<file path="config.mk">
export PLATFORM = sky130hd
export DESIGN_NAME = sar_conversion_sequencer
export DESIGN_NICKNAME = d
export VERILOG_FILES = /design/src/sar_conversion_sequencer.v
export VERILOG_INCLUDE_DIRS = /design/src
export SDC_FILE = /design/constraint.sdc
export NUM_CORES = 1
export LEC_CHECK = 0
export ABC_AREA = 1
export BUFFER_PORTS_ARGS = -buffer_cell sky130_fd_sc_hd__buf_4
export CAP_MARGIN = 20
export CORE_MARGIN = 2
export CORE_UTILIZATION = 35
export DETAILED_ROUTE_END_ITERATION = 8
export GPL_ROUTABILITY_DRIVEN = 1
export REMOVE_ABC_BUFFERS = 1
export SLEW_MARGIN = 10
export SYNTH_ARGS = -nofsm -noshare
export SYNTH_HDL_FRONTEND = slang
export SYNTH_SLANG_ARGS = --single-unit
</file>
<file path="constraint.sdc">
create_clock -name clk_i -period 4.2 [get_ports clk_i]
set_input_delay 0.21 -clock clk_i [delete_from_list [all_inputs] [get_ports clk_i]]
set_output_delay 0.21 -clock clk_i [all_outputs]
set_load 0.01 [all_outputs]
</file>
<file path="src/sar_defs.vh">
`ifndef SAR_DEFS_VH
`define SAR_DEFS_VH

// result width and step count
`define RES_W          16
`define STEP_W         5
`define STEP_LAST      5'h0F
`define MSB_IDX        4'hF

// configuration word fields
`define CFG_W          14
`define CFG_BW_BIT     6
`define CFG_INCC_HI    12
`define CFG_INCC_LO    10
`define INCC_UNI_GND   3'h7
`define INCC_UNI_COM   3'h6
`define INCC_BIP_COM   3'h2

// end codes
`define UNI_MIN        16'h0000
`define UNI_MAX        16'hFFFF
`define BIP_MIN        16'h8000
`define BIP_MAX        16'h7FFF
`define SIGN_FLIP      16'h8000

// switch settling, in internal clock cycles
`define GND_OPEN_CYC   2'h1
`define HOLD_CYC       2'h1
`define WAIT_LAST      2'h1
// one trial: pattern out, then two comparator sync flops
`define TRIAL_CYC      2'h3

`endif

</file>
<file path="src/sar_conversion_sequencer.v">
// Contract
// rising edge of conversion start ends acquisition, begins conversion
// open both ground switches first, then ground the arrays holding sample
// sixteen binary-weighted trials, MSB first, halving weights
// after last decision return to acquisition, form code, signal done via busy
// conversion timed by internal clock, independent of serial clock
// unipolar modes give straight binary output
// bipolar modes give twos complement output
// overrange input saturates at highest code of active format
// underrange input saturates at lowest code of active format
// configuration bit six selects full or quarter input bandwidth
// host slows conversion rate by four in quarter bandwidth; the testbench host stretches the period from 59 to 209 cycles
// options come from a fourteen-bit configuration word
// input configuration field selects unipolar or bipolar coding
// each result belongs to the conversion just done, no latency
// busy high from start edge until result readable
`include "sar_defs.vh"
module sar_conversion_sequencer (
    // clock and reset
    input  wire                 clk_i,
    input  wire                 rst_i,
    // host side
    input  wire                 conversion_start_input_i,
    input  wire [`CFG_W-1:0]    cfg_word_i,
    // analog front end
    input  wire                 comparator_i,
    input  wire                 over_range_i,
    input  wire                 under_range_i,
    output reg                  positive_array_ground_switch_o,
    output reg                  negative_array_ground_switch_o,
    output reg                  array_to_inputs_o,
    output reg  [`RES_W-1:0]    dac_bits_o,
    output reg                  quarter_bw_o,
    // result
    output reg  [`RES_W-1:0]    result_o,
    output reg                  busy_o,
    output reg                  result_valid_o
);

localparam ST_ACQ  = 3'h0;
localparam ST_OPEN = 3'h1;
localparam ST_HOLD = 3'h2;
localparam ST_BIT  = 3'h3;
localparam ST_DONE = 3'h4;

// coding select
function is_bipolar;
    input [2:0] incc;
    begin
        is_bipolar = (incc == `INCC_BIP_COM) || (incc[2:1] == 2'h0);
    end
endfunction

// retire trial bit with its decision, raise the next lower one
function [`RES_W-1:0] trial_next;
    input [`RES_W-1:0] pattern;
    input [3:0]        idx;
    input              keep;
    reg   [`RES_W-1:0] one_hot;
    begin
        one_hot    = {{(`RES_W-1){1'b0}}, 1'b1} << idx;
        // shift right, so the lsb trial raises nothing below it
        trial_next = (pattern & ~one_hot) | (keep ? one_hot : {`RES_W{1'b0}})
                     | (one_hot >> 1);
    end
endfunction

// clamps win over the raw code; overrange wins over underrange
function [`RES_W-1:0] coded_result;
    input [`RES_W-1:0] raw;
    input              bip;
    input              ovr;
    input              und;
    begin
        if (ovr) begin
            coded_result = bip ? `BIP_MAX : `UNI_MAX;
        end else if (und) begin
            coded_result = bip ? `BIP_MIN : `UNI_MIN;
        end else begin
            // straight binary or twos complement
            coded_result = bip ? (raw ^ `SIGN_FLIP) : raw;
        end
    end
endfunction

// pins are async to clk_i, two flops each
reg  [1:0]          cnv_sync_r;
reg                 cnv_prev_r;
reg  [1:0]          cmp_sync_r;
reg  [1:0]          ovr_sync_r;
reg  [1:0]          und_sync_r;
// config word is quasi-static; only read while acquiring
reg  [`CFG_W-1:0]   cfg_meta_r;
reg  [`CFG_W-1:0]   cfg_sync_r;
reg  [2:0]          state_r;
reg  [1:0]          wait_r;
reg  [`STEP_W-1:0]  step_r;
reg  [`RES_W-1:0]   sar_r;
reg                 bip_r;

wire cnv_rise = cnv_sync_r[1] & ~cnv_prev_r;
wire [3:0] bit_idx = `MSB_IDX - step_r[3:0];

always @(posedge clk_i or posedge rst_i) begin
    if (rst_i) begin
        cnv_sync_r <= 2'h0;
        cnv_prev_r <= 1'b0;
        cmp_sync_r <= 2'h0;
        ovr_sync_r <= 2'h0;
        und_sync_r <= 2'h0;
        cfg_meta_r <= {`CFG_W{1'b0}};
        cfg_sync_r <= {`CFG_W{1'b0}};
    end else begin
        cnv_sync_r <= {cnv_sync_r[0], conversion_start_input_i};
        cnv_prev_r <= cnv_sync_r[1];
        cmp_sync_r <= {cmp_sync_r[0], comparator_i};
        ovr_sync_r <= {ovr_sync_r[0], over_range_i};
        und_sync_r <= {und_sync_r[0], under_range_i};
        // configuration word through two flops
        cfg_meta_r <= cfg_word_i;
        cfg_sync_r <= cfg_meta_r;
    end
end

// all sequencing on internal clock
always @(posedge clk_i or posedge rst_i) begin
    if (rst_i) begin
        state_r                        <= ST_ACQ;
        wait_r                         <= 2'h0;
        step_r                         <= {`STEP_W{1'b0}};
        sar_r                          <= {`RES_W{1'b0}};
        bip_r                          <= 1'b0;
        positive_array_ground_switch_o <= 1'b1;
        negative_array_ground_switch_o <= 1'b1;
        array_to_inputs_o              <= 1'b1;
        dac_bits_o                     <= {`RES_W{1'b0}};
        quarter_bw_o                   <= 1'b0;
        result_o                       <= `UNI_MIN;
        busy_o                         <= 1'b0;
        result_valid_o                 <= 1'b0;
    end else begin
        case (state_r)
            ST_ACQ: begin
                // filter bit, held fixed during conversion
                quarter_bw_o <= cfg_sync_r[`CFG_BW_BIT];
                // start edge
                if (cnv_rise) begin
                    // latch coding for this sample
                    bip_r <= is_bipolar(cfg_sync_r[`CFG_INCC_HI:`CFG_INCC_LO]);
                    // ground switches open first
                    positive_array_ground_switch_o <= 1'b0;
                    negative_array_ground_switch_o <= 1'b0;
                    // busy from start edge
                    busy_o         <= 1'b1;
                    result_valid_o <= 1'b0;
                    wait_r         <= `GND_OPEN_CYC;
                    state_r        <= ST_OPEN;
                end
            end
            ST_OPEN: begin
                if (wait_r == `WAIT_LAST) begin
                    // then arrays to ground, sample held
                    array_to_inputs_o <= 1'b0;
                    wait_r            <= `HOLD_CYC;
                    state_r           <= ST_HOLD;
                end else begin
                    wait_r <= wait_r - 2'h1;
                end
            end
            ST_HOLD: begin
                if (wait_r == `WAIT_LAST) begin
                    // first trial at msb
                    wait_r     <= `TRIAL_CYC;
                    step_r     <= {`STEP_W{1'b0}};
                    sar_r      <= {`RES_W{1'b0}};
                    dac_bits_o <= `SIGN_FLIP;
                    state_r    <= ST_BIT;
                end else begin
                    wait_r <= wait_r - 2'h1;
                end
            end
            ST_BIT: begin
                // hold each trial until its decision has crossed the sync
                // comparator settles two flops late; trade speed for safety
                if (wait_r != `WAIT_LAST) begin
                    wait_r <= wait_r - 2'h1;
                end else begin
                    // keep trial bit if comparator says input above dac
                    sar_r[bit_idx] <= cmp_sync_r[1];
                    if (step_r == `STEP_LAST) begin
                        state_r <= ST_DONE;
                    end else begin
                        dac_bits_o <= trial_next(dac_bits_o, bit_idx, cmp_sync_r[1]);
                        step_r     <= step_r + 5'h01;
                        wait_r     <= `TRIAL_CYC;
                    end
                end
            end
            ST_DONE: begin
                // back to acquisition
                positive_array_ground_switch_o <= 1'b1;
                negative_array_ground_switch_o <= 1'b1;
                array_to_inputs_o              <= 1'b1;
                dac_bits_o                     <= {`RES_W{1'b0}};
                // saturate, R6 R7 coding, R14 this sample only
                result_o <= coded_result(sar_r, bip_r, ovr_sync_r[1], und_sync_r[1]);
                // busy drops with result readable
                busy_o         <= 1'b0;
                result_valid_o <= 1'b1;
                state_r        <= ST_ACQ;
            end
            default: begin
                state_r <= ST_ACQ;
            end
        endcase
    end
end

endmodule

</file>
**Word-level counts from Yosys, hierarchy flattened**

Cells that the tools add are included.

- Bits in registers: 99
- Bits of input ports: 20
- Output and inout bits: 38
- Word-level logic and storage cells: 102

- Add/sub/neg operators: 3
- Order comparisons: 2
- Equality and inequality tests: 15
- Shifts and indexed selects: 1
- Multiplexer cells: 38
- Bitwise operators: 7
- Reduce and logical (&&, ||, !) cells: 17

Operators by type and width:

| kind | number |
|---|---|
| 2-to-1 mux 16 bit | 11 |
| case mux 16 bit (3 select lines) | 1 |
| case mux 16 bit (2 select lines) | 1 |
| bitwise AND 16 bit | 1 |
| bitwise mux 16 bit | 1 |
| NOT 16 bit | 1 |
| OR 16 x 15 -> 16 bit | 1 |
| OR 16 bit | 1 |
| << shifter 1 x 4 -> 16 bit (first input constant) | 1 |
| 2-to-1 mux 3 bit | 5 |
| 2-to-1 mux 5 bit | 3 |
| != test 2 bit (second input constant) | 6 |
| case mux 3 bit (4 select lines) | 1 |
| 2-to-1 mux 2 bit | 5 |
| case mux 5 bit (2 select lines) | 1 |
| == test 3 x 2 -> 1 bit (second input constant) | 3 |
| case mux 2 bit (4 select lines) | 1 |
| AND reduction 4 bit | 2 |
| case mux 1 bit (2 select lines) | 3 |
| AND reduction 2 bit | 3 |
| AND reduction 3 bit | 2 |
| nonzero test 2 bit | 3 |
| adder 5 x 1 -> 5 bit (second input constant) | 1 |
| == test 5 x 4 -> 1 bit (second input constant) | 1 |
| 20 further kinds | 24 |

**Depth between registers and ports, before layout**

Gate-level depths: netlist of the first run.

- Depth after elaboration: 9
- Gate-level depth with buffers: 10
- Mapped depth without buffers: 10

**Least setup slack after synthesis of the first run**

Ideal clock, no wire load.

- Path kind: register to register
- From: reg step_r[1]
- To: reg dac_bits_o[8]
- Library setup time: 0.123 ns
- Arrival: 1.623 ns
- Required time: 4.077 ns
- Setup slack: 2.454 ns
- Stages on the path, launching flop included: 11
- Buffers on the path: 1
- Clock period less this slack: 1.746 ns
- Cell sequence: dfrtp_1 ha_1 inv_1 nor2_1 ha_1 nand3_4 nand2_4 inv_4 buf_6 nand2_1 nand2_1

- Longest elaborated chain between the ends: 9
- Elaborated cells between the ends (all ways): 13
- Those cells by class: add/sub: 1; eq/ne: 2; shift: 1; mux: 4; bitwise: 4; reduce/logical: 1

RTL lines:

| item | line | RTL |
|---|---|---|
| from (decl) | sar_conversion_sequencer.v:97 | `` reg [`STEP_W-1:0] step_r; `` |
| from (signal assigned) | sar_conversion_sequencer.v:130 | `` step_r <= {`STEP_W{1'b0}}; `` |
| from (signal assigned) | sar_conversion_sequencer.v:174 | `` step_r <= {`STEP_W{1'b0}}; `` |
| from (signal assigned) | sar_conversion_sequencer.v:194 | `step_r <= step_r + 5'h01;` |
| subtractor 4 bit (no line) | n/a |  |
| << shifter 1 x 4 -> 16 bit | sar_conversion_sequencer.v:61 | `` one_hot = {{(`RES_W-1){1'b0}}, 1'b1} << idx; `` |
| NOT 16 bit | sar_conversion_sequencer.v:63 | `` trial_next = (pattern & ~one_hot) \| (keep ? one_hot : {`RES_W{1'b0}}) `` |
| bitwise AND 16 bit | sar_conversion_sequencer.v:63 |  |
| OR 16 bit | sar_conversion_sequencer.v:63 |  |
| OR 16 x 15 -> 16 bit | sar_conversion_sequencer.v:63 |  |
| 2-to-1 mux 16 bit | sar_conversion_sequencer.v:190 | `` if (step_r == `STEP_LAST) begin `` |
| 2-to-1 mux 16 bit | sar_conversion_sequencer.v:185 | `` if (wait_r != `WAIT_LAST) begin `` |
| case mux 16 bit (3 select lines) | sar_conversion_sequencer.v:142 | `case (state_r)` |
| to (signal assigned) | sar_conversion_sequencer.v:136 | `` dac_bits_o <= {`RES_W{1'b0}}; `` |
| to (signal assigned) | sar_conversion_sequencer.v:193 | `dac_bits_o <= trial_next(dac_bits_o, bit_idx, cmp_sync_r[1]);` |
| to (signal assigned) | sar_conversion_sequencer.v:204 | `` dac_bits_o <= {`RES_W{1'b0}}; `` |
| to (decl) | sar_conversion_sequencer.v:32 | `` output reg [`RES_W-1:0] dac_bits_o, `` |

Parallel ways exist; a longest one is shown, timed or not. The select of a mux whose other input is x is not followed.
A chain may end at the register's enable or synchronous reset.

**Worst setup path after layout of the first run**

- From: reg step_r[1]
- To: reg dac_bits_o[13]

The elaborated chain is that of the path after synthesis.

==> impl_metrics.yaml, run 1 <==
timing:
  worst_pin_slew_ps: 950
  fin_skew_ps: 11.5
  maxSlewViolCount: 0
  setup_viol_count_final: 0
  max_freq_ghz: 0.454
  tns_ps: 0
  rsz0062_at_grt: "no"
  max_slew_margin_pct: 36.7
  fin_crit_sh_pct: 52.4
  fin_crit_ps: 2200
  hold_viol: 0
cts:
  ctsResizeCount: 0
  cts_tree: "built"
  cts.clk_slew.worst_paths_ps: 90
  cts_sinks: 81
  cts_hold_buf: 8
  clockBufferDepth: 2
  ctsRootBufferMaster: "clkbuf_8"
  clk_latency_ps: 370
  cts_setup_buffers: 0
  htreeDepth: 3
  numCtsBuffers: 9
floorplan:
  rows: 38
  die-width_um: 109
  initial_core_util_pct: 35.7
  io_pins: 58
  core_um2: 10800
  die_y_um: 109
  dieArea_um2: 11900
setup_path:
  crit_path_start: "step_r[1]$_DFFE_PP0P_"
  crit_path_max_incr_delay_ps: 440
  r2r_start: "step_r[1]$_DFFE_PP0P_"
  reg2reg_depth: 9
  worstPathArrival_ps: 2460
  path_cells: "ha_1 -> inv_1 -> nor2_1 -> ha_1 -> nand3_4 -> nand2_4 -> inv_4 -> o21ai_0 -> nand2_1"
  cp.depth: 9
  r2r_slack_ps: 2000
  r2r-end: "dac_bits_o[13]$_DFFE_PP0P_"
  crit_type: "flop to flop"
  critical_path.endpoint: "dac_bits_o[13]$_DFFE_PP0P_"
  path_common_cell: "ha_1"
  worst_setup_path_end_kind: "flop"
  critPathMaxFanout: 15
  cp_data_required_time_ps: 4460
  path_buf_inv: 2
  cpLargestDelayFamily: "simple AND/OR/NAND/NOR gates"
  cp-start-kind: "flop"
  slowest_stage: "dfrtp_1"
routing:
  dr.pass1.iters: 4
  avgRoutedWirePerCell_um: 13.1
  vias_per_cell: 4.76
  drc: 0
  totalWireLength_mm: 8.46
  vias: 3063
  drtAntennaViolNets: 0
  drt_iter0_drc: 179
cells_and_area:
  drive_gt1_share_pct: 16.9
  postLayoutCellArea_um2: 4540
  num-nets-final: 528
  syn2layout_area_growth_pct: 17.9
  seq_area_um2: 2030
  multiInputGateArea_um2: 1530
  fillerInstances: 1064
  antenna_cells: 0
  stdcell_count: 643
power:
  vdd_drop_max_mv: 0.159
  power.total_mw: 2.17
  power.leakage_nw: 2.27
  power_density_nw_per_um2: 478
worst_hold_path:
  hp-class: "input port to async pin"
grt:
  first_global_vias: 3011
  grt_pass1_wl_mm: 14.7
  grt_usage_pct: 16.0
  antenna_found_initial: 0
  grt_max_degree: 54
  overflow: 0
placement:
  place_hpwl_mm: 5.68
  gp_congestion: 0.833
  port_buffers: 47
  placedCellCount: 619
  postPlaceCellArea_um2: 4240
synthesis:
  synth_cell_types: 29
  yosysWarnings: 0
  syn_inst: 452
  synthesis.area_um2: 3850
  postSynthAreaPerCell_um2: 8.51
  ys_seq_area_share_pct: 52.7
  synth_seq_cells: 81
run:
  cap_violations: 0
run_status:
  outcome: "complete, no violations"
==> layer usage <==
metal / vias up / GRT usage [%] / wire [um]
met1: 1457 / 21.3 / 4190
met5: - / 0 / 0
met3: 7 / 4.06 / 297
li1: 1545 / - / -
met4: 0 / 4.95 / 105
met2: 54 / 25.5 / 3870
==> placed cells by master, fill, tap and decap left out, drive strengths merged <==
| master | synthesis | final |
|---|---|---|
| a21boi | 1 | 1 |
| a21oi | 28 | 28 |
| buf | 16 | 49 |
| bufinv | 0 | 2 |
| clkbuf | 6 | 10 |
| clkinv | 0 | 3 |
| clkinvlp | 0 | 2 |
| dfrtp | 79 | 79 |
| dfstp | 2 | 2 |
| dlygate4sd3 | 0 | 8 |
| ha | 10 | 10 |
| inv | 35 | 34 |
| mux2 | 1 | 1 |
| nand2 | 142 | 142 |
| nand3 | 35 | 35 |
| nand4 | 5 | 5 |
| nor2 | 35 | 35 |
| nor3 | 1 | 1 |
| o21ai | 54 | 54 |
| o31ai | 2 | 2 |
==> registers in the layout (all words and copies together), names as in the netlist, 2 cells and up, named ones only <==
name / cells
step_r: 5
cmp_sync_r: 2
dac_bits_o: 15
ovr_sync_r: 2
sar_r: 16
state_r: 3
wait_r: 2
result_o: 16
cfg_meta_r: 4
cnv_sync_r: 2
und_sync_r: 2
cfg_sync_r: 4
==> cell type report <==
| cell class | instances | area share, % |
|---|---|---|
| repair buffers | 57 | 9.87 |
| flip-flops and latches | 81 | 44.7 |
| multi-input cells | 314 | 33.7 |
| well taps | 140 | 3.86 |
| inverters | 35 | 3.03 |
| clock buffers | 10 | 2.81 |
| clock inverters | 6 | 2.04 |
==> cells in the mapped netlist (all sizes together) <==
| cell type | instances | area (um2) |
|---|---|---|
| nand2 | 142 | 567 |
| dfrtp | 79 | 1980 |
| o21ai | 54 | 274 |
| inv | 35 | 136 |
| nand3 | 35 | 205 |
| nor2 | 35 | 146 |
| a21oi | 28 | 140 |
| buf | 16 | 133 |
| ha | 10 | 125 |
| clkbuf | 6 | 22.5 |
| nand4 | 5 | 31.3 |
| dfstp | 2 | 52.6 |
| o31ai | 2 | 15.0 |
| a21boi | 1 | 7.51 |
| mux2 | 1 | 11.3 |
| nor3 | 1 | 5.00 |
==> stage by stage <==
stage | worst slack (ps) | hold slack (ps) | util, %
detailed placement | 2030 | 321 | 39.3
global route | 1810 | 93.8 | 42.0
CTS | 2020 | 49.4 | 42.0
finish | 2000 | 16.6 | 42.0
floorplan | 1910 | 241 | -
global placement | 2050 | 320 | 39.3
==> where the power goes <==
part	leakage (nW)	switching (mW)	internal, mW
logic	1.10	0.400	0.200
clock network	0.103	0.297	0.337
registers	1.06	0.0867	0.849
==> cell families (layout without fill, tap and decap cells) <==
family | Yosys count | count (layout) | synth area share [%]
simple gates | 218 | 218 | 24.8
compound gates | 85 | 85 | 11.3
flops | 81 | 81 | 52.7
buf+inv | 57 | 108 | 7.57
fa+ha+maj | 10 | 10 | 3.25
mux | 1 | 1 | 0.293
==> worst reg2reg max path: stages, from the launching register on <==
cell and delay, ps:
dfrtp_1 440, ha_1 320, inv_1 90, nor2_1 260
ha_1 330, nand3_4 180, nand2_4 200, inv_4 110
o21ai_0 90, nand2_1 80
==> worst min path at each step <==
stage                                     endpoint  depth (start not counted)
final                            bip_r$_DFFE_PP0P_                          2
after global routing             bip_r$_DFFE_PP0P_                          2
after CTS                  result_o[6]$_DFFE_PP0P_                          2
after detailed placement   cnv_sync_r[0]$_DFF_PP0_                          1
after global placement     cfg_meta_r[6]$_DFF_PP0_                          1
after floorplan           cfg_meta_r[10]$_DFF_PP0_                          0
No activity file was read; power rests on OpenSTA's default activity.
==> run 2, diff against run 1 <==
clock period = 1.86 ns   (was 4.2 ns; I/O delays follow)
==> run 2 against run 1 <==
Routed wire length rose by 0.30%. Register-to-register slack got worse by 1800 ps. Clock-buffer cell count rose by 1. Fmax rose by 30%. First-iteration DRC count rose by 5.0%. Critical endpoint is now dac_bits_o[7]$_DFFE_PP0P_.
==> impl_metrics.yaml, run 2 (same netlist as run 1, synthesis figures left out) <==
setup_path:
  crit_path_max_incr_delay_ps: 420
  r2r-end: "dac_bits_o[7]$_DFFE_PP0P_"
  path_buf_inv: 2
  cp-start-kind: "flop"
  cp_data_required_time_ps: 2100
  path_cells: "ha_1 -> inv_1 -> nor2_2 -> ha_2 -> nand3_4 -> nand2_4 -> inv_4 -> o21ai_0 -> nand2_1"
  worstPathArrival_ps: 1930
  worst_setup_path_end_kind: "flop"
  critPathMaxFanout: 15
  cp.depth: 9
  r2r_slack_ps: 170
  r2r_start: "step_r[0]$_DFFE_PP0P_"
  slowest_stage: "dfrtp_1"
  crit_type: "flop to flop"
  cpLargestDelayFamily: "simple AND/OR/NAND/NOR gates"
  reg2reg_depth: 9
floorplan:
  io_pins: 58
  initial_core_util_pct: 35.7
  dieArea_um2: 11900
  core_um2: 10800
  rows: 38
  die-width_um: 109
  die_y_um: 109
routing:
  vias: 3105
  vias_per_cell: 4.70
  drtAntennaViolNets: 0
  totalWireLength_mm: 8.48
  drc: 0
  dr.pass1.iters: 5
  drt_iter0_drc: 188
  avgRoutedWirePerCell_um: 12.8
run_status:
  outcome: "complete, no violations"
placement:
  place_hpwl_mm: 5.92
  gp_congestion: 0.831
  post-place-ws_ps: 130
  port_buffers: 47
cells_and_area:
  syn2layout_area_growth_pct: 22.0
  fillerInstances: 1063
  multiInputGateArea_um2: 1530
  seq_area_um2: 2030
  antenna_cells: 0
  layout_common_cells: "nand2_1 (136), dfrtp_1 (79), buf_4 (64)"
  final_common_cell: "nand2_1"
  top_regs: "result_o x16, sar_r x16, dac_bits_o x15"
  drive_gt1_share_pct: 20.0
  num-nets-final: 545
cts:
  numCtsBuffers: 9
  htreeDepth: 3
  cts_sinks: 81
  clk_latency_ps: 360
  ctsRootBufferMaster: "clkbuf_8"
  cts_tree: "built"
  cts_setup_buffers: 0
  clockBufferDepth: 2
  cts.clk_slew.worst_paths_ps: 80
timing:
  tns_ps: 0
  fin_hold_ws_ps: 216
  fin_crit_sh_pct: 90.8
  setup_slack_ps: 172
  fin_crit_ps: 1690
  setup_viol_count_final: 0
  max_slew_margin_pct: 65.5
  rsz0062_at_grt: "no"
  fin_skew_ps: 7.88
  maxSlewViolCount: 0
  worst_pin_slew_ps: 517
  hold_viol: 0
  max_freq_ghz: 0.592
run:
  cap_violations: 0
grt:
  antenna_found_initial: 0
  grt_pass1_wl_mm: 14.5
  grt_usage_pct: 15.8
  grt_max_degree: 49
  overflow: 0
  first_global_vias: 2932
worst_hold_path:
  hp-class: "input port to async pin"
power:
  vdd_drop_max_mv: 0.430
  power.total_mw: 5.04
  power.leakage_nw: 2.37
  power_density_nw_per_um2: 1070
## run 2: power by group
part	total, mW	internal, mW	switching [mW]
Combinational	1.51	0.528	0.984
Sequential	2.06	1.92	0.146
Clock	1.46	0.824	0.636
## run 2: worst max-delay path by stage
stage	from	endpoint	slack [ps]
2_1_floorplan	rst_i	async pin	-310
3_3_place_gp	step_r[0]$_DFFE_PP0P_	dac_bits_o[13]$_DFFE_PP0P_	200
3_5_place_dp	step_r[0]$_DFFE_PP0P_	dac_bits_o[7]$_DFFE_PP0P_	130
4_1_cts	step_r[0]$_DFFE_PP0P_	dac_bits_o[7]$_DFFE_PP0P_	110
5_1_grt	step_r[1]$_DFFE_PP0P_	sar_r[10]$_DFFE_PP0P_	20
6_report	step_r[0]$_DFFE_PP0P_	dac_bits_o[7]$_DFFE_PP0P_	170
## run 2: area by class of cell
type                            instances  area share, %
Inverter                               35           2.93
Clock inverter                          5           1.65
Tap cell                              140           3.73
Timing Repair Buffer                   74           12.6
Multi-Input combinational cell        314           32.6
Sequential cell                        81           43.2
Clock buffer                           11           3.22
## run 2: what timing repair did
action / 4_1_cts / 5_1_grt
hold endpoints to repair: 76 / 0
hold buffers: 9 / 0
endpoints found under the setup margin: 0 / 10
resized for setup: 0 / 2
## run 2: worst reg2reg max path: cells and delay by family (launching register included)
kind                     cells  cell delay (ps)
AO/OA/AOI/OAI                1              100
AND/OR/NAND/NOR              4              470
flip-flops                   1              420
buffers and inverters        2              190
adder cells (fa/ha/maj)      2              430
## run 2: stage by stage
stage | area (um2) | std cells | util (%)
after global placement | 4370 | 635 | 40.5
final | 4690 | 660 | 43.5
after global routing | 4690 | 660 | 43.5
after CTS | 4690 | 660 | 43.5
after floorplan | 3690 | 430 | -
after detailed placement | 4370 | 635 | 40.5
## run 2: per-layer routing
| metal | share of wire [%] | up-vias | wire length (um) | global-route usage [%] |
|---|---|---|---|---|
| li1 | - | 1586 | - | - |
| met1 | 49 | 1457 | 4170 | 21.8 |
| met2 | 46 | 56 | 3910 | 23.8 |
| met3 | 3.5 | 6 | 301 | 3.29 |
| met4 | 1.2 | 0 | 104 | 6.87 |
| met5 | 0 | - | 0 | 0 |
==> run 3, diff against run 2 <==
clock period = 2 ns   (was 1.86 ns; I/O delays follow)
==> run 3 against run 2 <==
Final cell count fell by 0.45%. Register-to-register slack hardly changed. Routed wire length up 1.9%. Via count is 1.6% higher. Flip-flop and latch count stayed put. Global-route usage grew 0.37 points. Clock-buffer cell count down 2. Design area rose by 0.21%. Non-clock buffer count fell by 3. Clock power is essentially flat. Critical endpoint is now state_r[1]$_DFFE_PP0P_. Largest cell class unchanged.
==> impl_metrics.yaml, run 3 (same netlist as run 1, synthesis figures left out) <==
setup_path:
  critPathMaxFanout: 6
  cp-start-kind: "flop"
  worstPathArrival_ps: 2100
  crit_path_max_incr_delay_ps: 440
  r2r_start: "step_r[1]$_DFFE_PP0P_"
  r2r_slack_ps: 170
  crit_type: "flop to flop"
  path_cells: "ha_1 -> inv_1 -> nor2_1 -> ha_1 -> buf_4 -> nand2_1 -> nand2_1 -> nand3_1 -> nand2_1 -> nand2_1"
  reg2reg_depth: 10
  r2r-end: "state_r[1]$_DFFE_PP0P_"
  slowest_stage: "dfrtp_1"
  worst_setup_path_end_kind: "flop"
  path_common_cell: "nand2_1"
  cp_data_required_time_ps: 2260
timing:
  max_freq_ghz: 0.545
  fin_skew_ps: 11.1
  max_slew_margin_pct: 61.7
  fin_crit_sh_pct: 91.7
  setup_slack_ps: 166
  fin_hold_ws_ps: 341
  setup_viol_count_final: 0
  hold_viol: 0
  rsz0062_at_grt: "no"
  fin_crit_ps: 1830
  maxSlewViolCount: 0
  worst_pin_slew_ps: 574
routing:
  totalWireLength_mm: 8.64
  dr.pass1.iters: 5
  vias: 3154
  drt_iter0_drc: 221
  vias_per_cell: 4.80
  drtAntennaViolNets: 0
  avgRoutedWirePerCell_um: 13.2
  drc: 0
cells_and_area:
  top_regs: "result_o x16, sar_r x16, dac_bits_o x15"
  layout_common_cells: "nand2_1 (136), dfrtp_1 (79), buf_4 (59)"
  drive_gt1_share_pct: 19.1
  final_util_pct: 43.6
  final_common_cell: "nand2_1"
  fillerInstances: 1066
  postLayoutCellArea_um2: 4700
  syn2layout_area_growth_pct: 22.2
  num-nets-final: 542
  antenna_cells: 0
power:
  p_clk_share_pct: 30.3
  seqPwrFrac_pct: 40.1
  power_density_nw_per_um2: 1020
  p_sw_share_pct: 35.0
  vdd_drop_max_mv: 0.368
  p_int_mw: 3.12
  power.leakage_nw: 2.37
  p_comb_share_pct: 29.6
  power.total_mw: 4.80
  switchingPower_mw: 1.68
floorplan:
  core_um2: 10800
  die-width_um: 109
  die_y_um: 109
  initial_core_util_pct: 35.7
  io_pins: 58
  dieArea_um2: 11900
  rows: 38
run:
  cap_violations: 0
placement:
  place_hpwl_mm: 6.09
  post-place-ws_ps: 200
  gp_congestion: 0.865
  port_buffers: 47
  postPlaceCellArea_um2: 4370
cts:
  clk_latency_ps: 370
  cts.clk_slew.worst_paths_ps: 90
  ctsRootBufferMaster: "clkbuf_8"
  numCtsBuffers: 9
  cts_sinks: 81
  cts_hold_buf: 9
  clockBufferDepth: 2
  ctsResizeCount: 0
  cts_tree: "built"
  cts_setup_buffers: 0
  htreeDepth: 3
grt:
  grt_max_degree: 51
  grt_usage_pct: 16.1
  overflow: 0
  grt_pass1_wl_mm: 14.7
  first_global_vias: 3044
  antenna_found_initial: 0
run_status:
  outcome: "complete, no violations"
worst_hold_path:
  hp-class: "input port to async pin"
-- run 3: cell type report --
cell class	instances	area [um2]	area share, %
flip-flops and latches	81	2030	43.1
multi-input cells	314	1530	32.5
repair buffers	71	593	12.6
well taps	140	175	3.72
inverters	35	138	2.93
clock buffers	9	124	2.63
clock inverters	7	118	2.50
-- run 3: per-stage QoR --
stage / std cells / setup TNS (ps)
6_report: 657 / 0
5_1_grt: 657 / 0
4_1_cts: 657 / 0
3_5_place_dp: 632 / 0
3_3_place_gp: 632 / 0
2_1_floorplan: 430 / -13970
-- run 3: metal layers --
metal	GRT usage, %	part of all wire, %
met5	0	0
met4	5.22	1.5
met3	4.00	4.6
met2	26.4	47
met1	21.0	47
-- run 3: worst max path at each step --
stage	from	endpoint	slack [ps]	depth (start not counted)
finish	step_r[1]$_DFFE_PP0P_	state_r[1]$_DFFE_PP0P_	170	10
global route	step_r[1]$_DFFE_PP0P_	dac_bits_o[13]$_DFFE_PP0P_	30	9
CTS	step_r[1]$_DFFE_PP0P_	state_r[1]$_DFFE_PP0P_	200	10
detailed placement	step_r[1]$_DFFE_PP0P_	state_r[1]$_DFFE_PP0P_	200	10
global placement	step_r[1]$_DFFE_PP0P_	dac_bits_o[13]$_DFFE_PP0P_	260	9
floorplan	rst_i	async pin	-180	1
-- run 3: power groups by stage --
stage / Combinational, mW / Sequential, mW / Clock (mW)
2_1_floorplan: 0.880 / 1.97 / 0
3_3_place_gp: 1.38 / 1.95 / 0
3_5_place_dp: 1.41 / 1.96 / 0
4_1_cts: 1.43 / 1.93 / 1.49
5_1_grt: 1.60 / 1.95 / 1.57
6_report: 1.42 / 1.92 / 1.46
-- run 3: critical path, delay by kind of cell (launching register included) --
family	cells	cell delay (ps)
and+or+nand+nor	6	630
DFF	1	440
adders and majority gates	2	460
buffers and inverters	2	200
